### config.mk
export PLATFORM = sky130hd
export DESIGN_NAME = lccr_regs
export DESIGN_NICKNAME = d
export VERILOG_FILES = /design/src/design/lccr_pkg.sv /design/src/design/lccr_regs.sv
export SDC_FILE = /design/constraint.sdc
export NUM_CORES = 1
export LEC_CHECK = 0
export BUFFER_PORTS_ARGS = -buffer_cell sky130_fd_sc_hd__buf_2
export CORE_ASPECT_RATIO = 1.2
export CORE_MARGIN = 2
export CORE_UTILIZATION = 53
export CTS_CLUSTER_SIZE = 24
export DETAILED_ROUTE_END_ITERATION = 6
export PLACE_DENSITY = 0.79
export SLEW_MARGIN = 30
export SYNTH_ARGS = -nofsm -noshare
export SYNTH_HDL_FRONTEND = slang
export SYNTH_SLANG_ARGS = --single-unit
### constraint.sdc
create_clock -name clock -period 6.7 [get_ports clock]
set_input_delay 0 -clock clock [delete_from_list [all_inputs] [get_ports clock]]
set_output_delay 0 -clock clock [all_outputs]
set_load 0.005 [all_outputs]
### src/design/lccr_pkg.sv
/*
 lccr_pkg: register indices, field positions, reset values and widths
 for the line channel configuration register bank.
 assumes an APB slave with 32-bit data, one aligned word per register;
 the byte address of each register is four times its index.
*/
package lccr_pkg;
   // ==========================================================
   // sizes
   localparam int NUM_CH = 4;
   localparam int NUM_PINS = 5;
   localparam int IDX_W = 8;
   localparam int ADDR_W = 12;
   localparam int DATA_W = 32;
   localparam int WORD_LSB = 2;
   localparam int BYTE_W = 8;
   localparam int CODE_W = 5;
   localparam int CH_IDX_W = 2;

   // ==========================================================
   // register indices (byte address = index * 4)
   localparam logic [IDX_W-1:0] IDX_RT_READ = 8'h4d;
   localparam logic [IDX_W-1:0] IDX_RT_CLEAR = 8'h4f;
   localparam logic [IDX_W-1:0] IDX_CH_ENABLE = 8'h4a;
   localparam logic [IDX_W-1:0] IDX_GAIN = 8'h50;
   localparam logic [IDX_W-1:0] IDX_IO_DATA = 8'h52;
   localparam logic [IDX_W-1:0] IDX_DIR_STAT = 8'h54;
   localparam logic [IDX_W-1:0] IDX_CODING = 8'h60;
   localparam logic [IDX_W-1:0] IDX_MASK = 8'h6c;

   // ==========================================================
   // field positions
   localparam int GAIN_ATTEN_DIS_BIT = 7;
   localparam int GAIN_TX_BOOST_BIT = 6;
   localparam int GAIN_RX_LOSS_BIT = 5;
   localparam int IO_SEC_PIN_BIT = 5;
   localparam int STAT_ACTIVE_BIT = 6;
   localparam int STAT_CLOCK_SYNC_FAIL_FLAG_BIT = 5;
   localparam int CODING_LINEAR_BIT = 7;
   localparam int CODING_MULAW_BIT = 6;
   localparam logic [CODE_W-1:0] CODE_LOOPBACK = 5'h10;

   // ==========================================================
   // reset values
   localparam logic [BYTE_W-1:0] GAIN_RST = 8'h00;
   localparam logic [NUM_PINS-1:0] IO_DATA_RST = 5'h00;
   localparam logic [NUM_PINS-1:0] DIR_RST = 5'h00;
   localparam logic [BYTE_W-1:0] CODING_RST = 8'h00;
   localparam logic [BYTE_W-1:0] MASK_RST = 8'hff;
   localparam logic [BYTE_W-1:0] RT_RST = 8'h0f;
   localparam logic [NUM_CH-1:0] CH_EN_RST = 4'hf;
endpackage

### src/design/lccr_regs.sv
/*
 lccr_regs: APB register bank for a four-channel line codec: real-time
 line data with interrupt, analog gains, line I/O latch and direction,
 coding and coefficient select, interrupt mask.
 assumes a single 20 MHz clock; line pins come from outside and are
 synchronised here; channel activity, clock failure and multiplexed
 line mode come from logic on the same clock.
*/
// The APB register port was decided locally.
`timescale 1ns/100ps
module lccr_regs (
   // clock and reset
   input wire logic clock,
   input wire logic rst,
   // apb slave
   input wire logic psel,
   input wire logic penable,
   input wire logic pwrite,
   input wire logic [lccr_pkg::ADDR_W-1:0] paddr,
   input wire logic [lccr_pkg::DATA_W-1:0] pwdata,
   output logic [lccr_pkg::DATA_W-1:0] prdata,
   output logic pready,
   output logic pslverr,
   // line interface pins, [channel][pin], pin 0 is line_io_pin_one
   input wire logic [lccr_pkg::NUM_CH-1:0][lccr_pkg::NUM_PINS-1:0]
      line_io_pin_in,
   output logic [lccr_pkg::NUM_CH-1:0][lccr_pkg::NUM_PINS-1:0]
      line_io_pin_out,
   output logic [lccr_pkg::NUM_CH-1:0][lccr_pkg::NUM_PINS-1:0]
      line_io_pin_oe,
   output logic [lccr_pkg::NUM_CH-1:0] secondary_first_pin_out,
   // channel state from the codec core
   input wire logic [lccr_pkg::NUM_CH-1:0] channel_active_in,
   input wire logic clock_sync_fail_in,
   input wire logic [lccr_pkg::NUM_CH-1:0] multiplexed_line_mode_enable,
   // per-channel settings to the datapaths
   output logic [lccr_pkg::NUM_CH-1:0][lccr_pkg::BYTE_W-1:0] gain_cfg,
   output logic [lccr_pkg::NUM_CH-1:0] full_loopback,
   output logic [lccr_pkg::NUM_CH-1:0][lccr_pkg::BYTE_W-1:0]
      coding_filter_cfg,
   // interrupt, active low
   output logic line_int_n
);
   import lccr_pkg::*;

   // ==========================================================
   // functions
   // lowest enabled channel answers reads of per-channel registers
   function automatic logic [CH_IDX_W-1:0] pick_channel(
      input logic [NUM_CH-1:0] en);
      logic [CH_IDX_W-1:0] sel;
      sel = '0;
      for (int c = NUM_CH - 1; c >= 0; c--) begin
         if (en[c]) begin
            sel = CH_IDX_W'(c);
         end
      end
      return sel;
   endfunction

   // known register index
   function automatic logic in_map(input logic [IDX_W-1:0] idx);
      logic hit;
      hit = 1'b0;
      if (idx == IDX_RT_READ || idx == IDX_RT_CLEAR) begin
         hit = 1'b1;
      end else if (idx == IDX_CH_ENABLE || idx == IDX_GAIN) begin
         hit = 1'b1;
      end else if (idx == IDX_IO_DATA || idx == IDX_DIR_STAT) begin
         hit = 1'b1;
      end else if (idx == IDX_CODING || idx == IDX_MASK) begin
         hit = 1'b1;
      end
      return hit;
   endfunction

   // real-time byte from settled pin one and pin two levels
   function automatic logic [BYTE_W-1:0] rt_byte(
      input logic [NUM_CH-1:0][NUM_PINS-1:0] pins);
      logic [BYTE_W-1:0] b;
      b = '0;
      for (int c = 0; c < NUM_CH; c++) begin
         b[2*c] = pins[c][0];
         b[2*c+1] = pins[c][1];
      end
      return b;
   endfunction

   // ==========================================================
   // declarations
   logic [NUM_CH-1:0][NUM_PINS-1:0] pin_s1_r;
   logic [NUM_CH-1:0][NUM_PINS-1:0] pin_s2_r;
   logic [NUM_CH-1:0][NUM_PINS-1:0] pin_s3_r;
   logic [NUM_CH-1:0][NUM_PINS-1:0] pin_stable_r;
   logic [NUM_CH-1:0] io_sec_r;
   logic [NUM_CH-1:0] ch_en_r;
   logic [BYTE_W-1:0] mask_r;
   logic [BYTE_W-1:0] rt_prev_r;
   logic [BYTE_W-1:0] rt_now;
   logic int_pend_r;
   logic int_pend_nxt;
   logic [IDX_W-1:0] idx;
   logic word_ok;
   logic setup_phase;
   logic wr_take;
   logic rd_clear;
   logic rt_event;
   logic [CH_IDX_W-1:0] rd_ch;
   logic [BYTE_W-1:0] rd_byte;

   // ==========================================================
   // apb decode
   assign idx = paddr[WORD_LSB +: IDX_W];
   // upper address bits and byte offset must be zero to hit a word
   assign word_ok = (paddr[WORD_LSB-1:0] == '0)
      && (paddr[ADDR_W-1:WORD_LSB+IDX_W] == '0);
   assign setup_phase = psel && !penable;
   // writes land on the access edge, when pready is sampled high
   assign wr_take = psel && penable && pready && pwrite && word_ok;
   // clear happens on the setup edge that registers the read data, so the
   // byte returned is the one the clear acknowledges
   assign rd_clear = setup_phase && !pwrite && word_ok
      && idx == IDX_RT_CLEAR;
   assign rd_ch = pick_channel(ch_en_r);

   // ==========================================================
   // line pin synchronisers
   // three stages; a level counts once the second and third agree
   always_ff @(posedge clock or posedge rst) begin
      if (rst) begin
         pin_s1_r <= '0;
         pin_s2_r <= '0;
         pin_s3_r <= '0;
      end else begin
         pin_s1_r <= line_io_pin_in;
         pin_s2_r <= pin_s1_r;
         pin_s3_r <= pin_s2_r;
      end
   end

   // settled levels, held while the two late stages disagree
   always_ff @(posedge clock or posedge rst) begin
      if (rst) begin
         pin_stable_r <= '0;
      end else begin
         pin_stable_r <= (pin_s2_r & pin_s3_r)
            | (pin_stable_r & (pin_s2_r ^ pin_s3_r));
      end
   end

   // ==========================================================
   // real-time data and interrupt
   assign rt_now = rt_byte(pin_stable_r);
   // a change only counts where its mask bit is clear
   assign rt_event = |((rt_now ^ rt_prev_r) & ~mask_r);

   // set wins over a clear in the same cycle, so no change is lost
   always_comb begin
      int_pend_nxt = int_pend_r;
      if (rd_clear) begin
         int_pend_nxt = 1'b0;
      end
      if (rt_event) begin
         int_pend_nxt = 1'b1;
      end
   end

   // previous byte for change detect, pending flag, pin drive
   always_ff @(posedge clock or posedge rst) begin
      if (rst) begin
         rt_prev_r <= RT_RST;
         int_pend_r <= 1'b0;
         line_int_n <= 1'b1;
      end else begin
         rt_prev_r <= rt_now;
         int_pend_r <= int_pend_nxt;
         line_int_n <= !int_pend_r;
      end
   end

   // ==========================================================
   // channel-independent registers
   // mask and channel enables ignore the enables themselves
   always_ff @(posedge clock or posedge rst) begin
      if (rst) begin
         mask_r <= MASK_RST;
         ch_en_r <= CH_EN_RST;
      end else if (wr_take) begin
         if (idx == IDX_MASK) begin
            mask_r <= pwdata[BYTE_W-1:0];
         end else if (idx == IDX_CH_ENABLE) begin
            ch_en_r <= pwdata[NUM_CH-1:0];
         end
      end
   end

   // ==========================================================
   // per-channel registers
   // a write reaches every enabled channel at once (broadcast)
   always_ff @(posedge clock or posedge rst) begin
      if (rst) begin
         gain_cfg <= {NUM_CH{GAIN_RST}};
         full_loopback <= '0;
         coding_filter_cfg <= {NUM_CH{CODING_RST}};
         line_io_pin_out <= {NUM_CH{IO_DATA_RST}};
         io_sec_r <= '0;
         line_io_pin_oe <= {NUM_CH{DIR_RST}};
      end else if (wr_take) begin
         for (int c = 0; c < NUM_CH; c++) begin
            if (ch_en_r[c]) begin
               if (idx == IDX_GAIN) begin
                  gain_cfg[c] <= pwdata[BYTE_W-1:0];
                  full_loopback[c] <=
                     (pwdata[CODE_W-1:0] == CODE_LOOPBACK);
               end else if (idx == IDX_CODING) begin
                  coding_filter_cfg[c] <= pwdata[BYTE_W-1:0];
               end else if (idx == IDX_IO_DATA) begin
                  // every pin latches, direction decides what shows
                  line_io_pin_out[c] <= pwdata[NUM_PINS-1:0];
                  io_sec_r[c] <= pwdata[IO_SEC_PIN_BIT];
               end else if (idx == IDX_DIR_STAT) begin
                  // status bits above are read-only, writes drop them
                  line_io_pin_oe[c] <= pwdata[NUM_PINS-1:0];
               end
            end
         end
      end
   end

   // secondary first-pin bit only reaches the pin in multiplexed mode
   always_ff @(posedge clock or posedge rst) begin
      if (rst) begin
         secondary_first_pin_out <= '0;
      end else begin
         secondary_first_pin_out <=
            io_sec_r & multiplexed_line_mode_enable;
      end
   end

   // ==========================================================
   // read mux
   // per-channel reads show zero when no channel is enabled, except the clock failure bit of the direction/status read
   always_comb begin
      rd_byte = '0;
      if (idx == IDX_RT_READ || idx == IDX_RT_CLEAR) begin
         rd_byte = rt_now;
      end else if (idx == IDX_MASK) begin
         rd_byte = mask_r;
      end else if (idx == IDX_CH_ENABLE) begin
         rd_byte[NUM_CH-1:0] = ch_en_r;
      end else if (idx == IDX_DIR_STAT) begin
         // clock failure shows even with no channel enabled
         rd_byte[STAT_CLOCK_SYNC_FAIL_FLAG_BIT] = clock_sync_fail_in;
         if (ch_en_r != '0) begin
            rd_byte[NUM_PINS-1:0] = line_io_pin_oe[rd_ch];
            rd_byte[STAT_ACTIVE_BIT] = channel_active_in[rd_ch];
         end
      end else if (ch_en_r != '0) begin
         if (idx == IDX_GAIN) begin
            rd_byte = gain_cfg[rd_ch];
         end else if (idx == IDX_CODING) begin
            rd_byte = coding_filter_cfg[rd_ch];
         end else if (idx == IDX_IO_DATA) begin
            // output pins read the latch, input pins their level
            rd_byte[NUM_PINS-1:0] =
               (line_io_pin_out[rd_ch] & line_io_pin_oe[rd_ch])
               | (pin_stable_r[rd_ch] & ~line_io_pin_oe[rd_ch]);
            rd_byte[IO_SEC_PIN_BIT] = io_sec_r[rd_ch];
         end
      end
   end

   // ==========================================================
   // apb answer
   // data and ready are set up on the setup edge, so every access
   // phase is a single cycle with no wait state
   always_ff @(posedge clock or posedge rst) begin
      if (rst) begin
         prdata <= '0;
         pready <= 1'b0;
         pslverr <= 1'b0;
      end else if (setup_phase) begin
         prdata <= {{(DATA_W-BYTE_W){1'b0}}, rd_byte};
         pready <= 1'b1;
         pslverr <= !(word_ok && in_map(idx));
      end else begin
         pready <= 1'b0;
         pslverr <= 1'b0;
      end
   end
endmodule // lccr_regs

# [Word-level counts from Yosys, hierarchy flattened]
# Cells that the tools add are included.
[totals] out_inout_bits=147 register_bits=228 wordCells=156
[op_classes] n_mux=40 n_lt_le_gt_ge=1 n_reduce_logical=41 bitwise_logic=16 n_eq_ne=9
[op_table] op="8-bit by 7-bit == test with 1-bit output, second input constant" count=8
[op_table] op="8-bit two-way mux" count=6
[op_table] op="20-bit bitwise AND" count=2
[op_table] op="8-bit binary-select mux with 2-bit select" count=2
[op_table] op="5-bit binary-select mux with 2-bit select" count=3
[op_table] op="6-bit AND reduction" count=4
[op_table] op="5-bit two-way mux" count=4
[op_table] op="20-bit bitwise OR" count=1
[op_table] op="5-bit AND reduction" count=4
[op_table] op="20-bit bitwise XOR" count=1
[op_table] op="4-bit AND reduction" count=4
[op_table] op="3-bit AND reduction" count=5
[op_table] op="1-bit two-way mux" count=13
[op_table] op="6-bit two-way mux" count=2
[op_table] op="5-bit bitwise AND" count=2
[op_table] op="1-bit logical AND" count=10
[op_table] op="2-bit two-way mux" count=5
[op_table] op="8-bit bitwise AND" count=1
[op_table] op="4-bit two-way mux" count=2
[op_table] op="8-bit NOT" count=1
[op_table] op="8-bit OR reduction" count=1
[op_table] op="8-bit bitwise XOR" count=1
[op_table] op="7-bit two-way mux" count=1
[op_table] op="5-bit == test, second input constant" count=1
[op_table] op="12 further kinds" count=23

# [Depth between registers and ports, before layout]
# Gate-level depths: netlist (run 1).
[depth] depth_word=17 mapped_depth=9 mapped_depth_nobuf=6

# [Least setup slack after synthesis (run 1)]
# OpenSTA, ideal clock, no wires.
[synth_timing] path_kind="flip-flop to flip-flop" startpoint="reg ch_en_r[2]" endpoint="reg prdata[0] (netlist name)" path_stages_with_launch=9 arrival_time_ps=1858 path_buffers=2 path_slack_ps=4711 period_less_slack_ps=1989 required_ps=6569 setup_ps=131 path_cell_list="dfstp_2 -> buf_4 -> nor2b_1 -> clkbuf_1 -> a221o_1 -> a22oi_1 -> mux2i_1 -> a2111oi_0 -> o21ai_1"
[synth_via] elab_chain_cells=16 elab_cells_between_ends=27 classes_between="mux: 22; bitwise: 4; reduce/logical: 1"
[synth_rtl] item="start, declared" line="lccr_regs.sv:96" rtl="logic [NUM_CH-1:0] ch_en_r;"
[synth_rtl] item="start signal, assigned" line="lccr_regs.sv:192" rtl="ch_en_r <= pwdata[NUM_CH-1:0];"
[synth_rtl] item="2-bit two-way mux (3 in series)" line="lccr_regs.sv:54" rtl="if (en[c]) begin"
[synth_rtl] item="5-bit binary-select mux with 2-bit select" line="lccr_regs.sv:255, lccr_regs.sv:266, lccr_regs.sv:267"
[synth_rtl] item="5-bit two-way mux (not written as such)" line="lccr_regs.sv:255, lccr_regs.sv:266, lccr_regs.sv:267"
[synth_rtl] item="5-bit NOT" line="lccr_regs.sv:267" rtl="| (pin_stable_r[rd_ch] & ~line_io_pin_oe[rd_ch]);"
[synth_rtl] item="5-bit bitwise AND" line="lccr_regs.sv:267"
[synth_rtl] item="5-bit bitwise OR" line="lccr_regs.sv:267"
[synth_rtl] item="6-bit two-way mux" line="lccr_regs.sv:263" rtl="end else if (idx == IDX_IO_DATA) begin"
[synth_rtl] item="6-bit two-way mux" line="lccr_regs.sv:261" rtl="end else if (idx == IDX_CODING) begin"
[synth_rtl] item="8-bit two-way mux" line="lccr_regs.sv:259" rtl="if (idx == IDX_GAIN) begin"
[synth_rtl] item="8-bit two-way mux" line="lccr_regs.sv:258" rtl="end else if (ch_en_r != '0) begin"
[synth_rtl] item="7-bit two-way mux *" line="lccr_regs.sv:251" rtl="end else if (idx == IDX_DIR_STAT) begin"
[synth_rtl] item="4-bit two-way mux *" line="lccr_regs.sv:249" rtl="end else if (idx == IDX_CH_ENABLE) begin"
[synth_rtl] item="8-bit two-way mux *" line="lccr_regs.sv:247" rtl="end else if (idx == IDX_MASK) begin"
[synth_rtl] item="8-bit two-way mux *" line="lccr_regs.sv:245" rtl="if (idx == IDX_RT_READ || idx == IDX_RT_CLEAR) begin"
[synth_rtl] item="end signal, assigned" line="lccr_regs.sv:283" rtl="prdata <= {{(DATA_W-BYTE_W){1'b0}}, rd_byte};"
[synth_rtl] item="end, declared" line="lccr_regs.sv:21" rtl="output logic [lccr_pkg::DATA_W-1:0] prdata,"
# Mark *: on every way between the ends. The rest lies on a longest branch, timed or not. The select of a mux whose other input is x is not followed.
# A chain may end at the register's enable or synchronous reset.

# [Final worst setup path (run 1)]
[layout_timing] startpoint="reg ch_en_r[2]" endpoint="reg prdata[5] (netlist name)"
[layout_via] elab_chain_cells=13 elab_cells_between_ends=18 classes_between="mux: 17; reduce/logical: 1"
[layout_rtl] item="2-bit two-way mux (3 in series)" line="lccr_regs.sv:54"
[layout_rtl] item="1-bit binary-select mux with 2-bit select" line="lccr_regs.sv:268" rtl="rd_byte[IO_SEC_PIN_BIT] = io_sec_r[rd_ch];"
[layout_rtl] item="1-bit two-way mux (not written as such)" line="lccr_regs.sv:268"
[layout_rtl] item="6-bit two-way mux" line="lccr_regs.sv:263"
[layout_rtl] item="6-bit two-way mux" line="lccr_regs.sv:261"
[layout_rtl] item="8-bit two-way mux" line="lccr_regs.sv:259"
[layout_rtl] item="8-bit two-way mux *" line="lccr_regs.sv:258"
[layout_rtl] item="7-bit two-way mux *" line="lccr_regs.sv:251"
[layout_rtl] item="4-bit two-way mux *" line="lccr_regs.sv:249"
[layout_rtl] item="8-bit two-way mux *" line="lccr_regs.sv:247"
[layout_rtl] item="8-bit two-way mux *" line="lccr_regs.sv:245"
# Marked as above.

==> flow_summary.ini, run 1 <==
[pwr]
power.share.clock_pct = 45.3
switchingPower_uw = 650
swShare_pct = 22.1
seqPwrFrac_pct = 49.2
p_per_area_nw_per_um2 = 241
finalPower_mw = 2.94
power_frac_comb_pct = 5.5
p_leak_nw = 6.37
peakVddDrop_mv = 0.224
intPower_mw = 2.29

[clocking]
cts-root-buf = clkbuf_16
cts_buffers = 23
cts_tree = yes
h-tree-depth = 1
clock_latency_ns = 0.51
ctsHoldBuffers = 40
post_cts_buffers = 0
clock-sinks = 228
clk_path_buf_depth = 3
cts_resized = 0
clk_pin_slew_worst_paths_ns = 0.07

[die]
dieArea_um2 = 20000
num_rows = 55
die_x_um = 129
core_area_um2 = 18700
start_util_pct = 53.5
io_pins = 225
die_h_um = 155

[outcome]
status = completed

[placed_design]
numPortBuffers = 176
dp_hpwl_um = 17700
routabilityCongestion = 0.936
dp.cells = 1173

[detailed_routing]
avgViaCountPerCell = 5.75
vias = 7207
drc = 0
drt-initial-drc-count = 546
final_antenna_net_count = 0
wl_um = 26200
dr.pass1.iters = 6
wl_per_cell_um = 20.9

[setup_path]
arrival_ns = 3.77
start_kind = flip-flop
required_ns = 7.09
criticalPathCategory = reg2reg
cp-end-kind = flip-flop
crit_fanout = 35

[global_routing]
grt_usage_pct = 26.3
grt_pass1_vias = 7168
grt_max_degree = 78
grt_pass1_wl_um = 40300
gr-total-overflow = 0
antenna_found_initial = 0

[synthesis]
ys_top_cells_by_area = dfrtp_1 53%, mux2_2 12%, dfstp_2 4.5%, ha_1 2.5%, o21ai_0 2.4%
syn_inst = 779
async_flop_share_pct = 100
ys_types = 61
ys_seq_area_share_pct = 57.2
yosysWarnings = 0
yosysTopAreaCell = dfrtp_1
syn_avg_cell_area_um2 = 12.8
synth_top_area_share_pct = 52.8
syn_area_um2 = 10000
ys_ff_latch = 228
synth_ff_type = dfrtp_1
synth_edf_count = 0

[sta]
finalCritPeriodShare_pct = 50.4
worst_pin_slew_ns = 0.867
fin_crit_ns = 3.37
hold_viol = 0
rsz0062_at_grt = no
fmax_mhz = 296
finalMaxSlewViolations = 0
fin_skew_ns = 0.0161
finalSetupViolations = 0
slew_headroom_pct = 42.2
finalSetupTns_ns = 0

[final_layout]
layout_common_cells = 211 x dfrtp_1, 176 x buf_2, 108 x mux2_2
final_common_cell = dfrtp_1
layout-drive-gt1-share_pct = 38.7
antenna_cells = 0
fin_cells = 1254
area_growth_pct = 21.9
final_nets = 1080

[hold_path]
worstHoldPathType = in2reg

[flow_run]
cap_violations = 0
## per-layer routing
| layer | global-route usage [%] | share of wire, % | vias up | wire (um) |
|---|---|---|---|---|
| met5 | 0 | 0 | - | 0 |
| met4 | 10.3 | 4.2 | 0 | 1110 |
| met3 | 4.95 | 7.5 | 70 | 1960 |
| met2 | 43.0 | 49 | 364 | 12800 |
| met1 | 34.8 | 40 | 3588 | 10400 |
| li1 | - | - | 3185 | - |
## final timing paths
check	startpoint	endpoint	slack, ns	depth (start not counted)
max in group asynchronous	rst	ch_en_r[0]	5.07	6
min in group asynchronous	rst	pin_s3_r[2]	0.12	3
worst min register to register	pin_s1_r[1]	pin_s2_r[1]	0.35	0
worst min-delay path	channel_active_in[1]	prdata[6]	0.07	4
worst max-delay path	ch_en_r[2]	prdata[5]	3.33	7
worst max register to register	ch_en_r[2]	prdata[5]	3.33	7
## registers in the layout, indices dropped and copies added, names as in the netlist, 4 cells and up
name	cells
pin_s1_r	20
mask_r	8
ch_en_r	4
secondary_first_pin_out	4
gain_cfg	32
full_loopback	4
line_io_pin_oe	20
coding_filter_cfg	32
line_io_pin_out	20
pin_stable_r	20
pin_s3_r	20
io_sec_r	4
rt_prev_r	8
prdata	8
pin_s2_r	20
## metrics by stage
stage          worst slack [ns]  hold slack [ns]  area, um^2  utilization [%]
2_1_floorplan             0.480           0.0314       10100                -
3_5_place_dp               3.61            0.108       11000             58.8
3_3_place_gp               3.46            0.108       10900             58.5
6_report                   3.33           0.0679       12200             65.2
5_1_grt                    3.20            0.111       12200             65.2
4_1_cts                    3.16           0.0669       12200             65.2
## cells by family (layout without fill, tap and decap cells)
family,after synthesis,count (layout),share of synthesized area (%)
AOI/OAI and AO/OA,200,200,13.6
xor gates and xnor gates,8,8,0.700
adders and majority gates,20,20,2.50
buffers and inverters,90,286,4.65
DFF,228,228,57.2
muxes,112,112,12.6
other,1,24,0.0375
and+or+nand+nor,120,120,8.75
## Yosys cell counts, types with 3 or more instances
cell	n
nor4_1	3
ha_1	20
nand2_8	3
o21ai_0	48
nand2_1	30
a221o_1	15
o221a_2	5
o22ai_2	4
dfstp_2	17
xnor2_1	8
a21o_1	29
buf_2	9
nor3_1	3
o221ai_1	6
inv_1	24
and3_1	3
nand3b_1	7
mux2i_1	4
nand3_1	4
a2111oi_0	4
a221oi_1	7
nor2_1	20
buf_1	3
nor2_4	8
mux2_2	108
nor2_8	8
a22oi_1	17
dfrtp_1	211
clkbuf_2	3
clkbuf_1	20
o22ai_1	10
and2_1	8
o21ai_1	4
buf_4	30
nand2b_1	3
a21oi_1	43
## power groups by stage
stage          Clock (mW)  Combinational [mW]  Sequential [mW]
2_1_floorplan           0              0.0929             1.47
3_3_place_gp            0               0.134             1.47
3_5_place_dp            0               0.141             1.47
4_1_cts              1.35               0.161             1.45
5_1_grt              1.40               0.180             1.45
6_report             1.33               0.161             1.45
## worst max-delay path: stages (launching register included)
cell and delay (ns):
dfstp_2 1.06, nor3_2 0.12, or2_1 0.57, a22oi_1 0.42, o22ai_1 0.12, o21ai_0 0.28, a31oi_1 0.12, dlygate4sd3_1 0.56
## final cells by class
type | instances | area [um^2]
Fill cell | 1418 | 6510
Tap cell | 256 | 320
Clock buffer | 31 | 656
Multi-Input combinational cell | 484 | 3910
Sequential cell | 228 | 5730
Timing Repair Buffer | 220 | 1350
Inverter | 25 | 101
Clock inverter | 10 | 138
(Power assumes the default switching activity.)
==> run 2: changes to the inputs <==
--- a/config.mk
+++ b/config.mk
@@ -8,10 +8,10 @@
 export BUFFER_PORTS_ARGS = -buffer_cell sky130_fd_sc_hd__buf_2
 export CORE_ASPECT_RATIO = 1.2
 export CORE_MARGIN = 2
-export CORE_UTILIZATION = 53
+export CORE_UTILIZATION = 49
 export CTS_CLUSTER_SIZE = 24
 export DETAILED_ROUTE_END_ITERATION = 6
-export PLACE_DENSITY = 0.79
+export PLACE_DENSITY = 0.77
 export SLEW_MARGIN = 30
 export SYNTH_ARGS = -nofsm -noshare
 export SYNTH_HDL_FRONTEND = slang
==> constraint.sdc (replaced) <==
create_clock -name clock -period 2.8 [get_ports clock]
set_input_delay 0 -clock clock [delete_from_list [all_inputs] [get_ports clock]]
set_output_delay 0 -clock clock [all_outputs]
set_load 0.005 [all_outputs]
==> flow_summary.ini, run 2 (same netlist as run 1, synthesis figures left out) <==
[pwr]
finalPower_mw = 6.96
p_leak_nw = 6.40
peakVddDrop_mv = 0.618
seqPwrFrac_pct = 49.8
p_per_area_nw_per_um2 = 567
swShare_pct = 22.2
switchingPower_mw = 1.55
power_frac_comb_pct = 5.5
intPower_mw = 5.41
power.share.clock_pct = 44.6

[die]
core_area_um2 = 20100
start_util_pct = 49.8
die_h_um = 161
num_rows = 57
dieArea_um2 = 21600
io_pins = 225
die_x_um = 134

[sta]
holdWs_ns = 0.0844
finalCritPeriodShare_pct = 90.5
worst_pin_slew_ns = 0.831
slew_headroom_pct = 44.6
fmax_mhz = 395
fin_skew_ns = 0.00846
rsz0062_at_grt = no
finalMaxSlewViolations = 0
hold_viol = 0
finalSetupViolations = 0
fin_crit_ns = 2.53
timing.final.ws_setup_ns = 0.265

[setup_path]
criticalPathCategory = reg2reg
required_ns = 3.18
start_kind = flip-flop
arrival_ns = 2.92
crit_fanout = 22
reg2reg_depth = 6
cp-end-kind = flip-flop

[global_routing]
grt_usage_pct = 25.1
grt_pass1_wl_um = 41700
grt_pass1_vias = 7271
gr-total-overflow = 0
antenna_found_initial = 0
grt_max_degree = 80

[detailed_routing]
dr_wl_met3_um = 1960
wl_um = 26800
drc = 0
dr.pass1.iters = 5
wl_per_cell_um = 21.1
top_layer_used = met4
avgViaCountPerCell = 5.68
final_antenna_net_count = 0
vias = 7224
drt-initial-drc-count = 559
route.met2.wl_um = 13000
wl_met1_um = 10900

[clocking]
post_cts_buffers = 0
clock_latency_ns = 0.51
clock-sinks = 228
cts_buffers = 23
cts_tree = yes
clk_path_buf_depth = 3
cts-root-buf = clkbuf_16
h-tree-depth = 1
clk_pin_slew_worst_paths_ns = 0.06

[final_layout]
area_growth_pct = 22.6
final_common_cell = dfrtp_1
final_nets = 1090
fin_cells = 1272
layout-drive-gt1-share_pct = 38.8
layout_common_cells = 211 x dfrtp_1, 176 x buf_2, 108 x mux2_2
antenna_cells = 0
top_regs = coding_filter_cfg (32), gain_cfg (32)

[placed_design]
numPortBuffers = 176
place_ws_ns = 0.296
dp.cells = 1191
routabilityCongestion = 0.924
dp_hpwl_um = 18300

[flow_run]
cap_violations = 0

[outcome]
status = completed

[hold_path]
min_path_cells = 5
worstHoldPathType = in2reg
run 2: cell count changes in the layout (fill, tap and decap cells not counted), sizes merged:
cell | before | now
bufinv | 3 | 2
dlygate4sd3 | 40 | 41
inv | 26 | 23
clkinvlp | 1 | 2
buf | 180 | 189
clkbuf | 31 | 33
run 2: per-layer routing:
| metal | vias to the layer above | GRT usage [%] |
|---|---|---|
| li1 | 3197 | - |
| met1 | 3623 | 33.5 |
| met2 | 329 | 41.3 |
| met3 | 75 | 3.95 |
| met4 | 0 | 9.43 |
| met5 | - | 0 |
run 2: critical path, stage by stage (launching register included):
cell and delay [ns]:
dfstp_4 0.78, nor3_2 0.07, or2_1 0.52, a22oi_1 0.33
mux2i_1 0.16, a2111oi_0 0.44, o21ai_1 0.10
run 2: metrics by stage:
step	utilization, %	cell area, um^2	setup TNS [ns]
floorplan	-	10100	-35.05
detailed placement	55.1	11100	0
finish	61.0	12300	0
global route	61.0	12300	0
global placement	55.1	11100	0
CTS	61.0	12300	0
run 2: final cells by class:
type                    instances  area [um^2]
clock buffers                  33          673
clock inverters                 7         91.3
fillers                      1588         7850
inverters                      25         97.6
multi-input cells             484         3900
flip-flops and latches        228         5730
well taps                     265          332
repair buffers                230         1440
run 2: path summary, 6_finish.rpt:
check | from | end | slack (ns)
setup reg to reg | ch_en_r[2] | prdata[3] | 0.27
max in group asynchronous | rst | mask_r[0] | 1.76
hold reg to reg | pin_s1_r[0] | pin_s2_r[0] | 0.34
hold / removal | paddr[5] | pslverr | 0.08
min in group asynchronous | rst | pin_s2_r[0] | 0.18
setup / recovery | ch_en_r[2] | prdata[3] | 0.27
run 2: timing repair:
item                                   CTS  global route
gates resized for setup                  0             1
setup endpoints to repair                0             1
endpoints found under the hold margin   97             0
hold buffers                            41             0
run 2: power groups by stage:
stage / logic [mW] / registers (mW) / clock network, mW
floorplan: 0.223 / 3.51 / 0
global placement: 0.330 / 3.53 / 0
detailed placement: 0.339 / 3.53 / 0
CTS: 0.384 / 3.47 / 3.16
global route: 0.430 / 3.48 / 3.31
finish: 0.384 / 3.47 / 3.11
==> run 3: changes to the inputs <==
--- a/config.mk
+++ b/config.mk
@@ -12,6 +12,7 @@
 export CTS_CLUSTER_SIZE = 24
 export DETAILED_ROUTE_END_ITERATION = 6
 export PLACE_DENSITY = 0.77
+export REMOVE_ABC_BUFFERS = 1
 export SLEW_MARGIN = 30
 export SYNTH_ARGS = -nofsm -noshare
 export SYNTH_HDL_FRONTEND = slang
==> flow_summary.ini, run 3 (same netlist as run 1, synthesis figures left out) <==
[detailed_routing]
wl_um = 26900
drt-initial-drc-count = 657
final_antenna_net_count = 0
drc = 0
avgViaCountPerCell = 5.72
vias = 7303
dr.pass1.iters = 5
wl_per_cell_um = 21.1

[sta]
fin_skew_ns = 0.0157
finalSetupViolations = 0
finalMaxSlewViolations = 0
rsz0062_at_grt = no
timing.final.ws_setup_ns = 0.210
fmax_mhz = 386
worst_pin_slew_ns = 0.887
hold_viol = 0
holdWs_ns = 0.0506
finalSetupTns_ns = 0
finalCritPeriodShare_pct = 92.5
fin_crit_ns = 2.59
slew_headroom_pct = 40.9

[final_layout]
antenna_cells = 0
layout-drive-gt1-share_pct = 39.2
top_regs = coding_filter_cfg (32), gain_cfg (32)
fillers = 1618
fin_cells = 1277
final-seq-area_um2 = 5730
area_growth_pct = 23.6
final_common_cell = dfrtp_1
layout_common_cells = 211 x dfrtp_1, 176 x buf_2, 108 x mux2_2
multiInputGateArea_um2 = 3900
final_nets = 1094

[pwr]
switchingPower_mw = 1.57
intPower_mw = 5.79
peakVddDrop_mv = 0.568
power.share.clock_pct = 47.8
seqPwrFrac_pct = 47.1
p_per_area_nw_per_um2 = 595
swShare_pct = 21.4
p_leak_nw = 6.46
power_frac_comb_pct = 5.1

[global_routing]
gr-total-overflow = 0
grt_max_degree = 110
grt_usage_pct = 24.9
antenna_found_initial = 0
grt_pass1_wl_um = 41600
grt_pass1_vias = 7276

[setup_path]
cp-end-kind = flip-flop
criticalPathCategory = reg2reg
ff2ff_setup_slack_ns = 0.21
start_kind = flip-flop
reg2reg_from = ch_en_r[2]
worst_setup_path_startpoint = ch_en_r[2]
arrival_ns = 2.98
crit_fanout = 20
required_ns = 3.19

[die]
die_h_um = 161
num_rows = 57
die_x_um = 134
start_util_pct = 49.8
io_pins = 225
core_area_um2 = 20100
dieArea_um2 = 21600

[placed_design]
dp_hpwl_um = 18300
dp.cells = 1195
routabilityCongestion = 0.930
place_ws_ns = 0.265
numPortBuffers = 176

[clocking]
clk_path_buf_depth = 3
h-tree-depth = 1
clk_pin_slew_worst_paths_ns = 0.07
cts-root-buf = clkbuf_16
clock-sinks = 228
ctsHoldBuffers = 41
cts_buffers = 23
cts_tree = yes
cts_resized = 0
post_cts_buffers = 0
clock_latency_ns = 0.53

[flow_run]
cap_violations = 0

[hold_path]
worstHoldStart = paddr[5]
worstHoldPathType = in2reg

[outcome]
status = completed
==> run 3: cell count changes in the layout (fill, tap and decap cells not counted), sizes merged <==
cell / previous run / this run
buf: 189 / 193
bufinv: 2 / 6
clkinv: 5 / 2
inv: 23 / 26
clkinvlp: 2 / 0
clkbuf: 33 / 32
==> run 3: power groups by stage <==
stage          logic (mW)  clock network, mW  registers [mW]
3_5_place_dp        0.331                  0            3.53
5_1_grt             0.420               3.70            3.48
2_1_floorplan       0.181                  0            3.51
3_3_place_gp        0.322                  0            3.52
6_report            0.374               3.52            3.47
4_1_cts             0.378               3.56            3.47
==> run 3: critical path: stages, from the launching register on <==
cell       delay (ns)
dfstp_2          0.79
nor3_2           0.08
or2_1            0.55
a22oi_1          0.41
nor2_1           0.08
a2111oi_0        0.46
o21ai_1          0.10
==> run 3: cell type report <==
type                    instances  area share, %
clock buffers                  32           5.41
clock inverters                 9           1.66
inverters                      25          0.819
multi-input cells             484           31.6
flip-flops and latches        228           46.3
well taps                     265           2.68
repair buffers                234           11.6
==> run 3: per-layer routing <==
layer / track usage [%] / share of wire, % / vias to the layer above
li1: - / - / 3214
met1: 33.1 / 40 / 3700
met2: 41.4 / 49 / 319
met3: 4.55 / 7.7 / 70
met4: 8.71 / 3.3 / 0
met5: 0 / 0 / -
==> run 3: final timing paths <==
kind | end | depth (start not counted)
setup / recovery | prdata[3] | 6
hold / removal | pslverr | 5
setup reg to reg | prdata[3] | 6
hold reg to reg | pin_s2_r[4] | 0
max in group asynchronous | gain_cfg[7] | 4
min in group asynchronous | pin_s1_r[2] | 3
==> run 3: through the flow <==
| stage | instance area [um^2] | power (mW) | utilization, % |
|---|---|---|---|
| final | 12400 | 7.36 | 61.5 |
| after global routing | 12400 | 7.60 | 61.5 |
| after CTS | 12400 | 7.41 | 61.5 |
| after detailed placement | 11100 | 3.86 | 55.1 |
| after global placement | 11100 | 3.85 | 55.1 |
| after floorplan | 9720 | 3.69 | - |
